[src/fan_acoustics_pkg.sv]
// package for the fan drive ramp control block: register map, field layout, ramp steps
// assumes an 8-bit duty scale where 0xff is full drive
`default_nettype none
package fan_acoustics_pkg;
	localparam logic [7:0] cfg_offset       = 8'h62; // enhanced_acoustics_cfg_1 address
	localparam logic [7:0] cfg_reset        = 8'h00; // power-on value
	localparam int         ramp_rate_lsb    = 0;     // ramp_rate_1 <2:0>
	localparam int         ramp_enable_bit  = 3;     // ramp_enable_1
	localparam int         tach_align_bit   = 4;     // tach_phase_align_all
	localparam int         floor_sel_1_bit  = 5;     // floor_select_1
	localparam int         floor_sel_2_bit  = 6;     // floor_select_2
	localparam int         floor_sel_3_bit  = 7;     // floor_select_3
	localparam logic [7:0] duty_off         = 8'h00; // 0% duty
	// time slot length between ramp steps, in ms, and in cycles at 100 MHz
	localparam int         slot_time_ms     = 1;
	localparam int         clk_mhz          = 100;
	localparam int         slot_cycles      = slot_time_ms * clk_mhz * 1000;

	// ramp step size per time slot for codes 000..111
	function automatic logic [7:0] ramp_step(input logic [2:0] code);
		case (code)
			3'h0: ramp_step = 8'h01;
			3'h1: ramp_step = 8'h02;
			3'h2: ramp_step = 8'h03;
			3'h3: ramp_step = 8'h04;
			3'h4: ramp_step = 8'h08;
			3'h5: ramp_step = 8'h0c;
			3'h6: ramp_step = 8'h18;
			default: ramp_step = 8'h30;
		endcase
	endfunction

	// decoded register fields travelling together
	typedef struct packed {
		logic       floor_sel_3;
		logic       floor_sel_2;
		logic       floor_sel_1;
		logic       tach_align_all;
		logic       ramp_enable_1;
		logic [2:0] ramp_rate_1;
	} cfg_s;
endpackage
`default_nettype wire

[src/fan_drive_ramp_control.sv]
// fan drive ramp control: enhanced acoustics register 1 and its effects on the drives
// assumes a serial bus front end supplies byte writes/reads with a register address
//
// What this block does
// - enabled ramping steps fan_drive_1 gradually toward target
// - rate codes give steps 1,2,3,4,8,12,24,48
// - ramp_enable_1 set turns ramping on
// - align set times speed inputs 2,3,4
// - align clear times speed inputs 3,4 only
// - fan_drive_1 below threshold in auto mode: off or minimum
// - fan_drive_2 below threshold in auto mode: off or minimum
// - fan_drive_3 below threshold in auto mode: off or minimum
// - register resets to all zeros
// - cfg_lock input, not a register bit, blocks further writes until reset
`default_nettype none
module fan_drive_ramp_control #(
	parameter int slot_len = fan_acoustics_pkg::slot_cycles // cycles per ramp time slot
) (
	// clock and reset
	input  wire logic       clk_sys,
	input  wire logic       rst_n,
	// register access from the serial bus front end
	input  wire logic [7:0] reg_addr,
	input  wire logic       reg_wr,
	input  wire logic [7:0] reg_wdata,
	input  wire logic       reg_rd,
	output logic      [7:0] reg_rdata,
	input  wire logic       cfg_lock,
	// automatic control loop inputs
	input  wire logic       auto_mode,
	input  wire logic [2:0] below_low,
	input  wire logic [7:0] calc_duty_1,
	input  wire logic [7:0] calc_duty_2,
	input  wire logic [7:0] calc_duty_3,
	input  wire logic [7:0] min_duty_1,
	input  wire logic [7:0] min_duty_2,
	input  wire logic [7:0] min_duty_3,
	// drive outputs
	output logic      [7:0] fan_drive_1,
	output logic      [7:0] fan_drive_2,
	output logic      [7:0] fan_drive_3,
	// speed inputs timed to fan_drive_3
	output logic      [3:0] speed_align
);
	typedef enum logic [1:0] {
		st_idle = 2'b01, // waiting for a write
		st_lock = 2'b10  // register frozen
	} wr_state_e;

	wr_state_e                   state_reg;    // write gate state
	wr_state_e                   state_next;
	logic                  [7:0] cfg_reg;      // enhanced_acoustics_cfg_1
	logic                  [7:0] cfg_next;
	fan_acoustics_pkg::cfg_s     cfg;          // decoded fields
	logic                        hit;          // address match
	logic                        wr_ok;        // write accepted
	logic                  [7:0] rdata_reg;    // read data latch
	logic                 [31:0] slot_cnt_reg; // time slot counter
	logic                        slot_tick;    // one-cycle slot pulse
	logic                  [7:0] tgt_1;        // floor-adjusted targets
	logic                  [7:0] tgt_2;
	logic                  [7:0] tgt_3;
	logic                  [7:0] ramped_1;     // ramp stage output
	logic                  [7:0] drv1_reg;
	logic                  [7:0] drv2_reg;
	logic                  [7:0] drv3_reg;
	logic                  [3:0] align_reg;

	assign cfg = fan_acoustics_pkg::cfg_s'(cfg_reg);
	assign hit = (reg_addr == fan_acoustics_pkg::cfg_offset);
	assign wr_ok = reg_wr && hit && (state_reg == st_idle) && !cfg_lock;

	// lock is sticky until reset, even after the cfg_lock input that sets it falls
	always_comb begin
		case (state_reg)
			st_idle: state_next = cfg_lock ? st_lock : st_idle;
			st_lock: state_next = st_lock;
			default: state_next = st_idle;
		endcase
	end

	assign cfg_next = wr_ok ? reg_wdata : cfg_reg;

	// register and write gate
	always_ff @(posedge clk_sys or negedge rst_n) begin
		if (!rst_n) begin
			cfg_reg   <= fan_acoustics_pkg::cfg_reset;
			state_reg <= st_idle;
		end else begin
			cfg_reg   <= cfg_next;
			state_reg <= state_next;
		end
	end

	// read data, held between reads; unmapped addresses read zero
	always_ff @(posedge clk_sys or negedge rst_n) begin
		if (!rst_n)
			rdata_reg <= 8'h00;
		else if (reg_rd)
			rdata_reg <= hit ? cfg_reg : 8'h00;
	end
	assign reg_rdata = rdata_reg;

	// time slot counter paces the ramp
	assign slot_tick = (slot_cnt_reg == 32'(slot_len - 1));
	always_ff @(posedge clk_sys or negedge rst_n) begin
		if (!rst_n)
			slot_cnt_reg <= 32'h0;
		else
			slot_cnt_reg <= slot_tick ? 32'h0 : slot_cnt_reg + 32'h1;
	end

	// below the low threshold in auto mode: floor select picks off or minimum
	assign tgt_1 = (auto_mode && below_low[0])
		? (cfg.floor_sel_1 ? min_duty_1 : fan_acoustics_pkg::duty_off)
		: calc_duty_1;
	assign tgt_2 = (auto_mode && below_low[1])
		? (cfg.floor_sel_2 ? min_duty_2 : fan_acoustics_pkg::duty_off)
		: calc_duty_2;
	assign tgt_3 = (auto_mode && below_low[2])
		? (cfg.floor_sel_3 ? min_duty_3 : fan_acoustics_pkg::duty_off)
		: calc_duty_3;

	// only drive 1 ramps here; drives 2 and 3 take their floor-adjusted targets with no ramp
	duty_ramp u_ramp_1 (
		.clk_sys   (clk_sys),
		.rst_n     (rst_n),
		.ramp_on   (cfg.ramp_enable_1),
		.slot_tick (slot_tick),
		.step      (fan_acoustics_pkg::ramp_step(cfg.ramp_rate_1)),
		.target    (tgt_1),
		.duty      (ramped_1)
	);

	// registered outputs; bit n of speed_align is speed input n+1
	always_ff @(posedge clk_sys or negedge rst_n) begin
		if (!rst_n) begin
			drv1_reg  <= 8'h00;
			drv2_reg  <= 8'h00;
			drv3_reg  <= 8'h00;
			align_reg <= 4'h0;
		end else begin
			drv1_reg  <= ramped_1;
			drv2_reg  <= tgt_2;
			drv3_reg  <= tgt_3;
			align_reg <= {2'b11, cfg.tach_align_all, 1'b0};
		end
	end

	assign fan_drive_1 = drv1_reg;
	assign fan_drive_2 = drv2_reg;
	assign fan_drive_3 = drv3_reg;
	assign speed_align = align_reg;
endmodule
`default_nettype wire

[src/duty_ramp.sv]
// one duty ramp stage: moves its output toward a target by a step per slot
// assumes slot_tick is a one-cycle pulse in the clk_sys domain
`default_nettype none
module duty_ramp (
	// clock and reset
	input  wire logic       clk_sys,
	input  wire logic       rst_n,
	// control
	input  wire logic       ramp_on,
	input  wire logic       slot_tick,
	input  wire logic [7:0] step,
	input  wire logic [7:0] target,
	// result
	output logic      [7:0] duty
);
	logic [7:0] duty_reg;   // current applied duty
	logic [7:0] duty_next;  // next applied duty
	logic [8:0] up_sum;     // headroom-safe sum
	logic [7:0] gap_up;     // distance when rising
	logic [7:0] gap_dn;     // distance when falling

	assign gap_up = target - duty_reg;
	assign gap_dn = duty_reg - target;
	assign up_sum = {1'b0, duty_reg} + {1'b0, step};

	// clamp at target so a large step never overshoots
	always_comb begin
		duty_next = duty_reg;
		if (!ramp_on) begin
			duty_next = target;
		end else if (slot_tick) begin
			if (target > duty_reg)
				duty_next = (gap_up <= step) ? target : up_sum[7:0];
			else if (target < duty_reg)
				duty_next = (gap_dn <= step) ? target : duty_reg - step;
		end
	end

	always_ff @(posedge clk_sys or negedge rst_n) begin
		if (!rst_n)
			duty_reg <= 8'h00;
		else
			duty_reg <= duty_next;
	end

	assign duty = duty_reg;
endmodule
`default_nettype wire

[config.mk]
export PLATFORM = sky130hd
export DESIGN_NAME = fan_drive_ramp_control
export DESIGN_NICKNAME = d
export VERILOG_FILES = /design/src/fan_acoustics_pkg.sv /design/src/fan_drive_ramp_control.sv /design/src/duty_ramp.sv
export SDC_FILE = /design/constraint.sdc
export NUM_CORES = 1
export LEC_CHECK = 0
export ABC_AREA = 1
export BUFFER_PORTS_ARGS = -buffer_cell sky130_fd_sc_hd__buf_4
export CORE_ASPECT_RATIO = 0.9
export CORE_UTILIZATION = 57
export CTS_CLUSTER_SIZE = 8
export DETAILED_ROUTE_END_ITERATION = 8
export PLACE_DENSITY_LB_ADDON = 0.3
export SLEW_MARGIN = 20
export SYNTH_ARGS = -nofsm -noshare
export SYNTH_HDL_FRONTEND = slang
export SYNTH_HIERARCHICAL = 1
export SYNTH_SLANG_ARGS = --single-unit
[constraint.sdc]
create_clock -name clk_sys -period 4.2 [get_ports clk_sys]
set_clock_uncertainty 0.1 [all_clocks]
set_input_delay 0.84 -clock clk_sys [delete_from_list [all_inputs] [get_ports clk_sys]]
set_output_delay 0.84 -clock clk_sys [all_outputs]
set_load 0.05 [all_outputs]
**Word level (Yosys, flattened, before mapping)**

Index checks and enable logic that the tools add are counted.

- Flip-flop bits (word level): 84
- Input port bits: 73
- Output and inout bits: 36
- Logic and storage cells: 56

- Add/subtract/negate cells: 5
- Order comparisons: 4
- Equality and inequality tests: 12
- Muxes and demuxes: 17
- Reductions and logical operators: 9

Operators by type and width:

| operator | number |
|---|---|
| $mux W8 | 13 |
| $pmux W6 S7 | 1 |
| $add A32 B1 Y32 const B | 1 |
| $eq A32 B17 Y1 const B | 1 |
| $mux W32 | 1 |
| $le A8 B6 Y1 | 2 |
| $sub A8 B8 Y8 | 2 |
| $eq A3 B3 Y1 const B | 3 |
| $add A8 B6 Y8 | 1 |
| $eq A8 B7 Y1 const B | 1 |
| $gt A8 B8 Y1 | 1 |
| $lt A8 B8 Y1 | 1 |
| $sub A8 B6 Y8 | 1 |
| $eq A3 B2 Y1 const B | 2 |
| $logic_and A1 B1 Y1 | 6 |
| $pmux W2 S2 | 1 |
| $eq A3 B1 Y1 const B | 1 |
| $logic_not A3 Y1 | 1 |
| $ne A3 B1 Y1 const B | 1 |
| $eq A2 B1 Y1 const B | 1 |
| $eq A2 B2 Y1 const B | 1 |
| $mux W2 | 1 |
| $ne A2 B1 Y1 const B | 1 |
| $reduce_and A2 Y1 | 1 |
| $logic_not A1 Y1 | 1 |

**Longest topological paths before layout**

- Word-level depth: 9
- Gate-level depth with buffers: 23
- Gate-level depth less buffers: 22

**Hierarchy**

Netlist, hierarchy kept.

Modules (own cells, without submodules):

| module | instances | cells an instance | area each (sq um) |
|---|---|---|---|
| fan_drive_ramp_control | 1 | 513 | 3801.1 |
| duty_ramp | 1 | 387 | 2436.1 |

**Worst setup path after synthesis**

Ideal clock, no wire load.

- Path kind: input-to-reg
- Start: in below_low[0]
- End: reg u_ramp_1.duty_reg[4] (netlist: u_ramp_1/duty[4])
- Setup time: 0.119 ns
- Data arrival time: 3.758 ns
- Required time: 3.981 ns
- Path slack: 0.223 ns
- Stages: 21
- Path buffers: 2
- Cells stage by stage: nand2_1 -> clkbuf_1 -> nand2_1 -> o21ai_0 -> inv_1 -> ha_1 -> buf_4 -> a21oi_1 -> o21ai_0 -> a211oi_1 -> xnor2_1 -> ha_1 -> a21o_1 -> nor2_1 -> nand2_1 -> nand2_1 -> nand2_1 -> nand3_1 -> nand2_1 -> nand2_1 -> nand2_1

- Cells in the longest elaborated chain, start to end: 9

RTL lines:

| item | line | RTL |
|---|---|---|
| start, declared | fan_drive_ramp_control.sv:31 | `input wire logic [2:0] below_low,` |
| $logic_and A1 B1 Y1 * | fan_drive_ramp_control.sv:114 | `assign tgt_1 = (auto_mode && below_low[0])` |
| $mux W8 * | fan_drive_ramp_control.sv:115 | `? (cfg.floor_sel_1 ? min_duty_1 : fan_acoustics_pkg::duty_off)` |
| via tgt_1[2] | fan_drive_ramp_control.sv:60 | `logic [7:0] tgt_1;` |
| $sub A8 B8 Y8 | duty_ramp.sv:23 | `assign gap_dn = duty_reg - target;` |
| $le A8 B6 Y1 | duty_ramp.sv:35 | `duty_next = (gap_dn <= step) ? target : duty_reg - step;` |
| $mux W8 | duty_ramp.sv:35 |  |
| $mux W8 | duty_ramp.sv:34 | `else if (target < duty_reg)` |
| $mux W8 | duty_ramp.sv:32 | `if (target > duty_reg)` |
| $mux W8 | duty_ramp.sv:31 | `end else if (slot_tick) begin` |
| $mux W8 | duty_ramp.sv:29 | `if (!ramp_on) begin` |
| end signal, assigned | duty_ramp.sv:43 | `duty_reg <= duty_next;` |
| end, declared | duty_ramp.sv:16 | `logic [7:0] duty_reg;` |

Mark *: on every way through the listed nets, which the timed path passes. The rest lies on a longest branch. The select of a mux whose other input is x is not followed.
A chain may end at the register's enable or synchronous reset.

**Worst setup path after layout**

- Start: in auto_mode
- End: reg u_ramp_1.duty_reg[6] (netlist: u_ramp_1/duty[6])

- Cells in the longest elaborated chain, start to end: 9

RTL lines:

| item | line | RTL |
|---|---|---|
| start, declared | fan_drive_ramp_control.sv:30 | `input wire logic auto_mode,` |
| $logic_and A1 B1 Y1 * | fan_drive_ramp_control.sv:114 |  |
| $mux W8 * | fan_drive_ramp_control.sv:115 |  |
| via tgt_1[1] | fan_drive_ramp_control.sv:60 |  |
| $sub A8 B8 Y8 | duty_ramp.sv:23 |  |
| $le A8 B6 Y1 | duty_ramp.sv:35 |  |
| $mux W8 | duty_ramp.sv:35 |  |
| $mux W8 | duty_ramp.sv:34 |  |
| $mux W8 | duty_ramp.sv:32 |  |
| $mux W8 | duty_ramp.sv:31 |  |
| $mux W8 | duty_ramp.sv:29 |  |

Marked as above.

==> reports/results.txt <==
Status - complete, but fails checks
Failing checks - DRC
Ordered list of cells on the worst path - buf_4 > nand2_1 > o21ai_0 > inv_1 > fa_1 > nand3_1 > nand3_1 > a21oi_1 > o21ai_0 > xor2_1 > ha_1 > nand2_1 > nor2_1 > nand4_1 > inv_1 > a21oi_1 > buf_4 > nand2_1 > nand3_1 > nand3_1 > nand2_1
Area grow syn2layout - 21.4%
Fill cells - 853
All-Layer GR Usage - 0.297
Inserted Clock Buffers - 9
Psw - 0.825 mW
Setup violations, final - 0
Max_slew headroom - 0.481
Via/cell ratio - 5.21
Crit path time final - 3.92 ns
CP peak stage delay - 0.52 ns
Clock power share - 0.352
Core area - 10400 um^2
Largest net degree at the start of global routing - 61
Starting Density - 0.598
Nets - 1146
Die X-Extent - 112 um
Dpl cell area - 7250 um^2
Antenna violations before repair - 0
CTS Buffer Depth - 2
Post-Place Setup Slack - -0.0322 ns
Critical-path cell with the highest stage delay - fa_1
Diode count - 0
Yosys top cell area share - 0.333
Synth Warn # - 6
Drt wl/cell - 13.9 um
Cells after synthesis - 900
Synth area leader - dfrtp_1
RSZ-0062 raised after global routing - false
Max VDD drop - 0.214 mV
EDFF count, synth - 0
Drc violations - 4
Min-delay worst type - flip-flop to flip-flop
Synth top area cells - dfrtp_1 33%, nand2_1 17%, ha_1 9.4%
Via count - 6018
Number of flip-flops in the largest register - 32
CTS Hold Bufs - 0
Final total power - 2.44 mW
Max Clk Rate - 255 MHz
Delay-heaviest family, CP - simple AND/OR/NAND/NOR gates
Worst setup SP type - primary input
Final Hold Violating Endpoints - 0
Leakage power - 4.08 nW
Synth Flop Type - dfrtp_1
Seq/Total Area, Yosys - 0.337
Root buffer cell - clkbuf_16
Congestion Overflow GR - 0
Combinational power share - 0.292
Yosys cell types - 40
Flop pwr share - 0.356
H-tree levels - 3
Share of layout cells above drive strength 1 - 0.167
Cell Int Power - 1.61 mW
DRT Pass-1 Iters - 7
Critical path class - primary input to flip-flop
Final Cycle Share - 0.933
DIE AREA - 11400 um^2
Max-slew violation count - 0
Clock latency on the worst-skew pair - 0.35 ns
Most frequent cells in the layout - 285 x nand2_1, 143 x inv_1, 127 x buf_4
Placer Congestion - 0.936
WP buf/inv - 4
Mapped Avg Cell Area - 6.93 um^2
CP max FO - 9
Initial DRC count - 420
P per Cell Area - 322 nW/um^2
WP data required - 4.34 ns
DP HPWL - 12600 um
Setup WS post-layout - 0.283 ns
Antenna viol nets, final - 0
Max-Cap Viols - 0
Hold WS - 0.377 ns
Core Rows - 35
Boundary Pins - 109
Commonest non-fill, non-tap cell in the layout - nand2_1
Crit end category - flip-flop
Net Sw Frac - 0.338
WL final - 16100 um
Register bit total from synthesis - 84
Mapped Area - 6240 um^2
Global-route wire length before repair - 26400 um
Clock transition at path regs - 0.07 ns
CP Data Arrival Time - 4.05 ns
Height of the die - 101 um
Port-buffer cells - 107
Async SR Flop Fraction - 1.00
Slew @ Worst Pin - 0.779 ns
CTS tree - yes
Vias in the first global route - 5540
Clk sink count - 84
Final instance area - 7570 um^2
-- cell families after synthesis --
kind of cell	synth area share
compound gates	0.0831
xor+xnor	0.0379
fa+ha+maj	0.107
buf+inv	0.106
flops	0.337
other cells	0.00120
simple gates	0.327
-- layer usage --
| metal | GRT usage | share of wire | wire length (um) |
|---|---|---|---|
| met5 | 0 | 0 | 0 |
| met4 | 0.0862 | 0.015 | 235 |
| met3 | 0.0634 | 0.074 | 1200 |
| met2 | 0.484 | 0.45 | 7190 |
| met1 | 0.401 | 0.46 | 7450 |
-- cell usage after synthesis, types with 2 or more instances --
cell and count:
nand2_1 286, buf_2 6, buf_4 3, o21ai_1 8
a21o_1 4, o21bai_1 2, xnor2_1 7, xor2_1 20
fa_1 4, clkbuf_1 8, conb_1 2, nor2_4 5
nor2_2 5, buf_6 3, a21oi_1 25, o21ai_0 34
nand2_2 7, nand4_1 9, nand2_4 2, nor3_1 2
ha_1 47, dfrtp_1 83, o22ai_1 8, nor2_1 92
a31oi_1 2, nand3b_1 2, nand3_1 69, inv_1 143
-- through the flow --
step | cells | TNS, ns | utilization
after floorplan | 904 | 0 | -
after global placement | 1140 | 0 | 0.696
after detailed placement | 1140 | -0.0409 | 0.696
after CTS | 1156 | 0 | 0.726
after global routing | 1156 | 0 | 0.726
final | 1156 | 0 | 0.726
-- worst paths after layout --
path | slack, ns | cells past startpoint | endpoint | from
hold / removal | 0.38 | 0 | fan_drive_1[7] | u_ramp_1/duty[7]
max in group asynchronous | 2.65 | 2 | state_reg[0] | rst_n
setup reg to reg | 0.40 | 20 | u_ramp_1/duty[6] | cfg[5]
min in group asynchronous | 0.46 | 1 | slot_cnt_reg[26] | rst_n
hold reg to reg | 0.38 | 0 | fan_drive_1[7] | u_ramp_1/duty[7]
setup / recovery | 0.28 | 21 | u_ramp_1/duty[6] | auto_mode
-- cell type report --
type / instances / area, um^2 / area share
clock inverters: 6 / 78.8 / 0.0104
multi-input cells: 656 / 3490 / 0.461
well taps: 129 / 161 / 0.0213
inverters: 144 / 546 / 0.0721
repair buffers: 127 / 953 / 0.126
flip-flops and latches: 84 / 2100 / 0.278
clock buffers: 10 / 239 / 0.0316
-- power groups by stage --
| stage | registers (mW) | clock network, mW | logic (mW) |
|---|---|---|---|
| after global routing | 0.871 | 0.899 | 0.791 |
| after floorplan | 0.929 | 0 | 0.420 |
| after CTS | 0.869 | 0.864 | 0.700 |
| after detailed placement | 0.884 | 0 | 0.693 |
| after global placement | 0.882 | 0 | 0.683 |
| final | 0.869 | 0.857 | 0.712 |
-- what timing repair did --
action	CTS	global route
setup endpoints to repair	0	5
setup buffers	0	0
gates resized for setup	0	2
(Power assumes the default switching activity.)
